==> src/rtl/shs_consts.svh <==
// Constants of the servo homing sequencer: register map, field codes, timing
`ifndef SHS_CONSTS_SVH
`define SHS_CONSTS_SVH
// ==========================================================
// Register byte offsets
`define SHS_OFF_CTRL 12'h000
`define SHS_OFF_TRIG 12'h004
`define SHS_OFF_METHOD 12'h008
`define SHS_OFF_OFFSET 12'h00C
`define SHS_OFF_HIGH_SPD 12'h010
`define SHS_OFF_LOW_SPD 12'h014
`define SHS_OFF_TIME_LIM 12'h018
`define SHS_OFF_STATUS 12'h01C
`define SHS_OFF_POS_FB 12'h020
// ==========================================================
// Control register fields
`define SHS_CTRL_ENABLE 0
`define SHS_CTRL_APPLY_MODE 1
// ==========================================================
// Trigger codes
`define SHS_TRIG_NONE 3'h0
`define SHS_TRIG_ELEC 3'h5
`define SHS_TRIG_CURPOS 3'h6
// ==========================================================
// Method codes
`define SHS_METHOD_MAX 6'h04
`define SHS_METHOD_CIA_MAX 6'h22
// ==========================================================
// Reset values
`define SHS_HIGH_SPD_RST 32'h0000_0064
`define SHS_LOW_SPD_RST 32'h0000_000A
`define SHS_TIME_LIM_RST 16'h2710
// ==========================================================
// Timing: one millisecond at the reference clock
`define SHS_CLK_HZ 200000000
`define SHS_MS_PER_S 1000
`endif

==> src/rtl/shs_pkg.sv <==
// Types shared by the servo homing sequencer
package shs_pkg;
  // ==========================================================
  // Sequencer states
  typedef enum logic [3:0] {
    SHS_IDLE = 4'b0000,
    SHS_SEEK = 4'b0001,
    SHS_BACK = 4'b0010,
    SHS_PASS = 4'b0011,
    SHS_FINE = 4'b0100,
    SHS_ZSEEK = 4'b0101,
    SHS_OFFSET = 4'b0110,
    SHS_DONE = 4'b0111,
    SHS_FAULT = 4'b1000
  } shs_state_type;
  // ==========================================================
  // Sampled field inputs
  typedef struct packed {
    logic home_sw;
    logic pos_limit;
    logic neg_limit;
    logic index_pulse;
  } shs_sense_type;
  // ==========================================================
  // Motion command to the profile generator
  typedef struct packed {
    logic run;
    logic reverse;
    logic [31:0] speed;
  } shs_motion_type;
endpackage

==> src/rtl/shs_sequencer.sv <==
// Servo homing sequencer with APB register access
// What this block does
// - Electrical homing on enable after a zero was found; trigger clears afterwards
// - Current-position trigger takes present position as home; zero offset gives zero
// - Nonzero offset: mode 0 feedback equals offset, mode 1 position plus offset
// - Current-position trigger clears after completion; rewrite 6 and re-enable
// - Method 0 below switch: fast forward, fast reverse, slow forward to edge
// - Method 0 on switch: fast reverse, slow forward, stop on rising edge
// - Method 0 above switch: forward to limit, reverse, slow forward to edge
// - Method 1 below switch: reverse to limit, fast forward, slow reverse to edge
// - Method 1 on switch: fast forward, slow reverse, stop on rising edge
// - Method 1 above switch: reverse, forward past switch, slow reverse to edge
// - Method 2: slow forward, stop on index rising edge
// - Methods 2 and 3 already on index: latch position and stop
// - Method 2 no index: forward, reverse at limit, forward after index fall
// - Method 3: slow reverse, stop on index rising edge
// - Method 3 no index: reverse, forward at limit, reverse after index fall
// - Method 4 below switch: fast forward, slow forward at switch, stop on index
// - Method 4 on switch: reverse, forward, slow forward at switch to index
// - Method 4 above switch: forward to limit, reverse, forward, slow to index
// - Method selection also accepts standard methods 1 to 34 when enabled
// - Active output high while homing; done output once offset is reached, or at once for the current-position trigger
// - Exceeding the time limit aborts with a timeout fault
`include "shs_consts.svh"
module shs_sequencer #(
  parameter int CIA_METHODS = 1,
  parameter int CLK_PER_MS = `SHS_CLK_HZ / `SHS_MS_PER_S
) (
  input wire logic i_ref_clk,
  input wire logic i_rst,
  input wire logic i_psel,
  input wire logic i_penable,
  input wire logic i_pwrite,
  input wire logic [11:0] i_paddr,
  input wire logic [31:0] i_pwdata,
  output logic [31:0] o_prdata,
  output logic o_pready,
  output logic o_pslverr,
  input wire shs_pkg::shs_sense_type i_sense,
  input wire logic [31:0] i_position,
  input wire logic i_offset_reached,
  output shs_pkg::shs_motion_type o_motion,
  output logic o_set_position,
  output logic [31:0] o_new_position,
  output logic o_homing_active_output,
  output logic o_homing_done_output,
  output logic o_homing_timeout_fault
);
  import shs_pkg::*;

  // Parameters that the logic cannot serve stop elaboration
  if (CLK_PER_MS < 1 || CIA_METHODS < 0 || CIA_METHODS > 1)
  begin : g_param_check
    $error("shs_sequencer: unsupported parameters");
  end
  // ==========================================================
  // Registers
  logic [1:0] ctrl;
  logic [2:0] homing_trigger_select;
  logic [5:0] homing_method_select;
  logic [31:0] home_offset;
  logic [31:0] high_speed;
  logic [31:0] low_speed;
  logic [15:0] time_limit;
  logic [31:0] position_fb;
  logic zero_found;
  logic enable_q;
  shs_state_type state;
  shs_sense_type sense_q;
  logic [31:0] ms_div;
  logic [15:0] ms_count;
  logic is_elec;
  logic wr_en;
  logic rd_en;
  logic method_ok;
  logic enable_rise;
  logic finish;
  shs_sense_type rise;
  shs_sense_type fall;

  assign wr_en = i_psel && i_penable && i_pwrite;
  assign rd_en = i_psel && !i_penable && !i_pwrite;
  assign o_pready = 1'b1;
  assign enable_rise = ctrl[`SHS_CTRL_ENABLE] && !enable_q;

  assign method_ok = (i_pwdata[5:0] <= `SHS_METHOD_MAX)
    || (CIA_METHODS != 0 && i_pwdata[5:0] <= `SHS_METHOD_CIA_MAX);

  assign rise = i_sense & ~sense_q;
  assign fall = ~i_sense & sense_q;

  // Unmapped address answers with an error
  always_comb
  begin
    if (i_paddr == `SHS_OFF_CTRL) o_pslverr = 1'b0;
    else if (i_paddr == `SHS_OFF_TRIG) o_pslverr = 1'b0;
    else if (i_paddr == `SHS_OFF_METHOD) o_pslverr = 1'b0;
    else if (i_paddr == `SHS_OFF_OFFSET) o_pslverr = 1'b0;
    else if (i_paddr == `SHS_OFF_HIGH_SPD) o_pslverr = 1'b0;
    else if (i_paddr == `SHS_OFF_LOW_SPD) o_pslverr = 1'b0;
    else if (i_paddr == `SHS_OFF_TIME_LIM) o_pslverr = 1'b0;
    else if (i_paddr == `SHS_OFF_STATUS) o_pslverr = 1'b0;
    else if (i_paddr == `SHS_OFF_POS_FB) o_pslverr = 1'b0;
    else o_pslverr = i_psel && i_penable;
  end

  // Configuration writes
  always_ff @(posedge i_ref_clk)
  begin
    if (i_rst)
    begin
      ctrl <= 2'h0;
      homing_method_select <= 6'h00;
      home_offset <= 32'h0000_0000;
      high_speed <= `SHS_HIGH_SPD_RST;
      low_speed <= `SHS_LOW_SPD_RST;
      time_limit <= `SHS_TIME_LIM_RST;
    end
    else if (wr_en)
    begin
      if (i_paddr == `SHS_OFF_CTRL) ctrl <= i_pwdata[1:0];
      else if (i_paddr == `SHS_OFF_METHOD && method_ok) homing_method_select <= i_pwdata[5:0];
      else if (i_paddr == `SHS_OFF_OFFSET) home_offset <= i_pwdata;
      else if (i_paddr == `SHS_OFF_HIGH_SPD) high_speed <= i_pwdata;
      else if (i_paddr == `SHS_OFF_LOW_SPD) low_speed <= i_pwdata;
      else if (i_paddr == `SHS_OFF_TIME_LIM) time_limit <= i_pwdata[15:0];
    end
  end

  // Trigger select: hardware clear wins over a write in the same cycle
  always_ff @(posedge i_ref_clk)
  begin
    if (i_rst)
      homing_trigger_select <= `SHS_TRIG_NONE;
    else if (finish && homing_trigger_select != `SHS_TRIG_NONE)
      homing_trigger_select <= `SHS_TRIG_NONE;
    else if (wr_en && i_paddr == `SHS_OFF_TRIG)
      homing_trigger_select <= i_pwdata[2:0];
  end

  // Read data loaded in the setup cycle, so it stands through the access phase
  always_ff @(posedge i_ref_clk)
  begin
    if (i_rst)
      o_prdata <= 32'h0000_0000;
    else if (rd_en)
    begin
      if (i_paddr == `SHS_OFF_CTRL) o_prdata <= {30'h0, ctrl};
      else if (i_paddr == `SHS_OFF_TRIG) o_prdata <= {29'h0, homing_trigger_select};
      else if (i_paddr == `SHS_OFF_METHOD) o_prdata <= {26'h0, homing_method_select};
      else if (i_paddr == `SHS_OFF_OFFSET) o_prdata <= home_offset;
      else if (i_paddr == `SHS_OFF_HIGH_SPD) o_prdata <= high_speed;
      else if (i_paddr == `SHS_OFF_LOW_SPD) o_prdata <= low_speed;
      else if (i_paddr == `SHS_OFF_TIME_LIM) o_prdata <= {16'h0, time_limit};
      else if (i_paddr == `SHS_OFF_STATUS)
        o_prdata <= {23'h0, zero_found, o_homing_timeout_fault, o_homing_done_output,
                     o_homing_active_output, 1'b0, state};
      else if (i_paddr == `SHS_OFF_POS_FB) o_prdata <= position_fb;
      else o_prdata <= 32'h0000_0000;
    end
  end

  // Input sampling and enable edge
  always_ff @(posedge i_ref_clk)
  begin
    if (i_rst)
    begin
      sense_q <= '0;
      enable_q <= 1'b0;
    end
    else
    begin
      sense_q <= i_sense;
      enable_q <= ctrl[`SHS_CTRL_ENABLE];
    end
  end

  assign finish = ((state == SHS_OFFSET) && i_offset_reached && ctrl[`SHS_CTRL_ENABLE])
    || ((state == SHS_IDLE) && enable_rise && homing_trigger_select == `SHS_TRIG_CURPOS);

  // ==========================================================
  // Sequencer
  always_ff @(posedge i_ref_clk)
  begin
    if (i_rst)
    begin
      state <= SHS_IDLE;
      o_motion <= '0;
      is_elec <= 1'b0;
      zero_found <= 1'b0;
      position_fb <= 32'h0000_0000;
      o_set_position <= 1'b0;
      o_new_position <= 32'h0000_0000;
    end
    else
    begin
      o_set_position <= 1'b0;
      if (!ctrl[`SHS_CTRL_ENABLE] && state != SHS_IDLE)
      begin
        state <= SHS_IDLE;
        o_motion.run <= 1'b0;
      end
      else
        case (state)
          SHS_IDLE:
            if (enable_rise)
            begin
              if (homing_trigger_select == `SHS_TRIG_CURPOS)
              begin
                o_set_position <= 1'b1;
                if (home_offset == 32'h0) o_new_position <= 32'h0;
                else if (ctrl[`SHS_CTRL_APPLY_MODE]) o_new_position <= i_position + home_offset;
                else o_new_position <= home_offset;
                position_fb <= (home_offset == 32'h0) ? 32'h0 :
                  (ctrl[`SHS_CTRL_APPLY_MODE] ? i_position + home_offset : home_offset);
                zero_found <= 1'b1;
                state <= SHS_DONE;
              end
              // electrical homing runs to the zero point
              else if (homing_trigger_select == `SHS_TRIG_ELEC && zero_found)
              begin
                is_elec <= 1'b1;
                o_motion <= '{1'b1, ~i_position[31], high_speed};
                state <= SHS_OFFSET;
              end
              else if (homing_trigger_select != `SHS_TRIG_NONE)
              begin
                is_elec <= 1'b0;
                if ((homing_method_select == 6'h02 || homing_method_select == 6'h03)
                    && i_sense.index_pulse)
                begin
                  position_fb <= 32'h0;
                  o_set_position <= 1'b1;
                  o_new_position <= 32'h0;
                  o_motion <= '{1'b1, home_offset[31], low_speed};
                  state <= SHS_OFFSET;
                end
                else if (homing_method_select == 6'h02)
                begin
                  o_motion <= '{1'b1, 1'b0, low_speed};
                  state <= SHS_ZSEEK;
                end
                else if (homing_method_select == 6'h03)
                begin
                  o_motion <= '{1'b1, 1'b1, low_speed};
                  state <= SHS_ZSEEK;
                end
                else if (i_sense.home_sw)
                begin
                  o_motion <= '{1'b1, (homing_method_select != 6'h01), high_speed};
                  state <= SHS_BACK;
                end
                else
                begin
                  o_motion <= '{1'b1, (homing_method_select == 6'h01), high_speed};
                  state <= SHS_SEEK;
                end
              end
            end
          SHS_SEEK:
            if (rise.home_sw)
            begin
              if (homing_method_select == 6'h04)
              begin
                o_motion <= '{1'b1, 1'b0, low_speed};
                state <= SHS_ZSEEK;
              end
              else
              begin
                o_motion.reverse <= ~o_motion.reverse;
                state <= SHS_BACK;
              end
            end
            else if ((rise.pos_limit && !o_motion.reverse) || (rise.neg_limit && o_motion.reverse))
            begin
              o_motion.reverse <= ~o_motion.reverse;
              state <= SHS_BACK;
            end
          SHS_BACK:
            if (fall.home_sw)
            begin
              if (homing_method_select == 6'h04)
              begin
                o_motion <= '{1'b1, 1'b0, high_speed};
                state <= SHS_PASS;
              end
              else
              begin
                o_motion <= '{1'b1, (homing_method_select == 6'h01), low_speed};
                state <= SHS_FINE;
              end
            end
          SHS_PASS:
            if (rise.home_sw)
            begin
              o_motion <= '{1'b1, 1'b0, low_speed};
              state <= SHS_ZSEEK;
            end
          SHS_FINE:
            if (rise.home_sw)
            begin
              position_fb <= 32'h0;
              o_set_position <= 1'b1;
              o_new_position <= 32'h0;
              o_motion <= '{1'b1, home_offset[31], low_speed};
              state <= SHS_OFFSET;
            end
          SHS_ZSEEK:
            if (rise.index_pulse && !is_elec)
            begin
              position_fb <= 32'h0;
              o_set_position <= 1'b1;
              o_new_position <= 32'h0;
              o_motion <= '{1'b1, home_offset[31], low_speed};
              state <= SHS_OFFSET;
            end
            else if ((rise.pos_limit && !o_motion.reverse) || (rise.neg_limit && o_motion.reverse))
            begin
              o_motion.reverse <= ~o_motion.reverse;
              is_elec <= 1'b1;
            end
            else if (fall.index_pulse && is_elec)
            begin
              o_motion.reverse <= ~o_motion.reverse;
              is_elec <= 1'b0;
            end
          SHS_OFFSET:
            if (i_offset_reached)
            begin
              o_motion.run <= 1'b0;
              zero_found <= 1'b1;
              state <= SHS_DONE;
            end
          SHS_DONE:
            o_motion.run <= 1'b0;
          default:
            o_motion.run <= 1'b0;
        endcase
      if (ms_count >= time_limit && o_homing_active_output && ctrl[`SHS_CTRL_ENABLE])
      begin
        state <= SHS_FAULT;
        o_motion.run <= 1'b0;
      end
    end
  end

  always_ff @(posedge i_ref_clk)
  begin
    if (i_rst || !o_homing_active_output)
    begin
      ms_div <= 32'h0;
      ms_count <= 16'h0;
    end
    else if (ms_div == 32'(CLK_PER_MS - 1))
    begin
      ms_div <= 32'h0;
      if (ms_count != 16'hFFFF) ms_count <= ms_count + 16'h1;
    end
    else
      ms_div <= ms_div + 32'h1;
  end

  always_ff @(posedge i_ref_clk)
  begin
    if (i_rst)
    begin
      o_homing_active_output <= 1'b0;
      o_homing_done_output <= 1'b0;
      o_homing_timeout_fault <= 1'b0;
    end
    else
    begin
      o_homing_active_output <= (state != SHS_IDLE) && (state != SHS_DONE)
        && (state != SHS_FAULT);
      o_homing_done_output <= (state == SHS_DONE);
      o_homing_timeout_fault <= (state == SHS_FAULT);
    end
  end
endmodule // shs_sequencer

==> config.mk <==
export PLATFORM = sky130hd
export DESIGN_NAME = shs_sequencer
export DESIGN_NICKNAME = d
export VERILOG_FILES = /design/src/rtl/shs_pkg.sv /design/src/rtl/shs_sequencer.sv
export VERILOG_INCLUDE_DIRS = /design/src /design/src/rtl
export SDC_FILE = /design/constraint.sdc
export NUM_CORES = 1
export LEC_CHECK = 0
export ABC_AREA = 0
export BUFFER_PORTS_ARGS = -buffer_cell sky130_fd_sc_hd__buf_2
export CORE_MARGIN = 2
export CORE_UTILIZATION = 52
export CTS_BUF_LIST = sky130_fd_sc_hd__clkbuf_4
export DETAILED_ROUTE_END_ITERATION = 16
export PLACE_DENSITY = 0.79
export SLEW_MARGIN = 20
export SYNTH_ARGS = -nofsm -noshare
export SYNTH_HDL_FRONTEND = slang
export SYNTH_SLANG_ARGS = --single-unit
==> constraint.sdc <==
create_clock -name i_ref_clk -period 3.3 [get_ports i_ref_clk]
set_input_delay 0.66 -clock i_ref_clk [delete_from_list [all_inputs] [get_ports i_ref_clk]]
set_output_delay 0.66 -clock i_ref_clk [all_outputs]
set_load 0.01 [all_outputs]
==> run summary <==
routed length per instance: 19.33 um
CTS Hold Bufs: 0
Die Width: 170.6 um
largest net degree at the start of global routing: 114
Via Count: 14660
Setup crit end kind: flop
Stages on worst setup path: 13
Max FO, Critical Path: 5
gr ovfl total: 0
GP Congestion: 0.9784
clock sink count: 284
TritonCTS Buffers: 77
worst reg2reg path depth: 13
post-CTS sizing: 0
hold path startpoint: i_sense[2]
Root Buffer: clkbuf_4
Clock Skew: 0.07477 ns
Port-buffer cells: 188
outcome: complete, no violations
Critical Path AT: 3.50 ns
Final Worst Setup Slack: 0.4044 ns
Clk network pwr share: 44.8%
Synth Area per Inst: 7.916 um^2
post-synth top area share: 39.38%
fin crit share: 87.75%
DIE AREA: 29120 um^2
Max Fclk: 345.4 MHz
maximum VDD drop: 0.2558 mV
area grow syn2layout: 16.98%
switching portion of total power: 25.31%
layout cells sized above 1: 19.00%
initial antenna violation count: 2
Top Metal Used: met4
Clock Tree Buf Depth: 3
DRT met1 WL: 20770 um
Cell Pwr Density: 399.3 nW/um^2
Critical Path Start: home_offset[1]
DRC Markers: 0
core footprint: 27100 um^2
worst skew pair latency: 0.73 ns
min Tclk post-route: 2.896 ns
drt initial violations: 1954
Int Pwr: 5037 uW
Req. time, crit path: 3.90 ns
GRT Overall Usage: 31.96%
post-synth top area cell: dfxtp_1
number of hold-slack violations in the final timing report: 0
Place WS: 0.1359 ns
actual slew at the worst max-slew pin: 0.9493 ns
Slowest-stage cell, CP: dfxtp_1
#FFs+latches synth: 284
Fin Setup TNS: 0 ns
ys flop type: dfxtp_1
htree depth: 3
ANT nets after route: 0
first-pass GRT wire length: 72740 um
WL final: 47740 um
Setup-failing EPs final: 0
type of the most critical hold path: input port to flop
Die Y-Extent: 170.6 um
Post-synth EDFFs: 0
vias in the first global route: 13140
mapped cell area: 14440 um^2
Seq/Total Area, Yosys: 39.38%
crit path cell chain: inv_1, fa_1, nor2b_1, o21ai_0, a21boi_0, o21ai_0, nand4_1, buf_4, nand2_1, o21ai_0, a21oi_1, xnor2_1, o21ai_0
count leader, synth: nand2_1
ys async rst share: 0%
Nets: 2181
Setup Buffers After CTS: 0
RSZ-0062 raised after global routing: false
Synth Instances: 1824
Leak: 0.006729 uW
Max stage delay on crit path: 0.49 ns
synth warn: 0
Layout fillers: 2444
Logic pwr share: 4.3%
Post-synth top cells: 326 x nand2_1, 284 x dfxtp_1, 206 x nor2_1, 204 x a21oi_1, 89 x clkbuf_1
CTS tree: built
Reg clk slew, reported paths: 0.07 ns
max cap viols: 0
hold-critical path depth: 3
Seq pwr share: 50.9%
most used cell along the critical path: o21ai_0
TritonRoute pass-1 iters: 10
CP top delay family: compound AO/OA/AOI/OAI gates
Final Max Tran Viols: 0
DR vias/cell: 5.936
CP Buf/Inv Count: 2
top cells by area, synth: dfxtp_1 39%, nand2_1 8.5%, a21oi_1 7.1%
initial core utilization: 53.28%
Slew headroom: 36.72%
IO Pins: 190
# rows: 60
Startpoint Class: flop
Net Sw Power: 1707 uW
syn_nets: 1960
dpl hpwl: 34750 um
met3 wire len: 6059 um
critical path type: flop to flop
metal2 WL: 19470 um
post-synth cell types: 79
worst r2r src: home_offset[1]
cell type report:
type                       count  area, um^2  area share [%]
antenna                        2       5.005         0.02963
clock buffer                 108       810.8           4.800
clock inverter                21       100.1          0.5926
inverter                      37       138.9          0.8223
multi-input combinational   1392        8187           48.47
sequential                   284        5685           33.66
tap                          372       465.4           2.756
timing repair buffer         253        1498           8.867
tightest hold or removal path: cells and delay by family:
| kind | cells | cell delay [ns] |
|---|---|---|
| buf+inv | 2 | 0.12 |
| simple gates | 1 | 0.07 |
power by group through the flow:
| stage | sequential (uW) | combinational (uW) | clock [uW] |
|---|---|---|---|
| floorplan | 3510 | 142 | 0 |
| CTS | 3430 | 279 | 3050 |
| detailed placement | 3510 | 278 | 0 |
| global placement | 3510 | 277 | 0 |
| global route | 3430 | 306 | 3240 |
| finish | 3430 | 289 | 3020 |
layer usage:
layer / global-route usage (%) / vias to the layer above
li1: - / 6929
met4: 11.22 / 0
met5: 0 / -
met3: 6.870 / 114
met1: 47.90 / 6695
met2: 44.76 / 918
metrics by stage:
step / std cells / hold slack (ns) / util, % / instance area (um^2) / power (uW)
after floorplan: 1824 / 0.4300 / - / 14440 / 3652
after global placement: 2338 / 0.4447 / 58.92 / 15970 / 3787
after detailed placement: 2338 / 0.4549 / 58.94 / 15970 / 3788
after CTS: 2467 / 0.1537 / 62.30 / 16880 / 6762
after global routing: 2469 / 0.1684 / 62.32 / 16890 / 6974
final: 2469 / 0.1947 / 62.32 / 16890 / 6744
flip-flops by register name (all words and copies together) (netlist names), 3 cells and up:
register / count
time_limit: 16
homing_trigger_select: 3
high_speed: 32
sense_q: 4
state: 4
o_prdata: 32
low_speed: 32
ms_count: 16
ms_div: 32
homing_method_select: 6
position_fb: 32
home_offset: 32
o_motion: 34
final timing paths:
| path | end | slack (ns) |
|---|---|---|
| worst max-delay path | position_fb[20] | 0.40 |
| worst min-delay path | sense_q[2] | 0.19 |
| worst max register to register | position_fb[20] | 0.40 |
| worst min register to register | ms_div[0] | 0.46 |
cells in the final DEF, fill, tap and decap left out, drive strengths merged, types with 14 or more instances in the layout:
cell,netlist,routed
ha,49,49
nand3,37,37
nand4,16,16
dfxtp,284,284
nor3,31,31
o22ai,15,15
xnor2,31,31
and3,25,25
xor2,35,35
a22oi,17,17
o21ai,68,68
a222oi,17,17
a211oi,42,42
mux2i,70,70
nor4,18,18
a21o,24,24
nor2,209,209
clkbuf,89,108
a221oi,14,14
clkinv,1,19
a21oi,204,204
nand2,330,330
nor2b,14,14
inv,36,37
buf,22,253
kinds of logic (layout without fill, tap and decap cells):
group	count (synthesis)	in the layout	synth area share, %
buffers and inverters	148	419	4.151
DFF	284	284	39.38
muxes	71	71	4.931
adders and majority gates	50	50	4.385
and+or+nand+nor	739	739	22.99
AOI/OAI and AO/OA	465	465	20.14
xor gates and xnor gates	66	66	4.003
other	1	3	0.02597
Power figures use the tool's default switching activity.
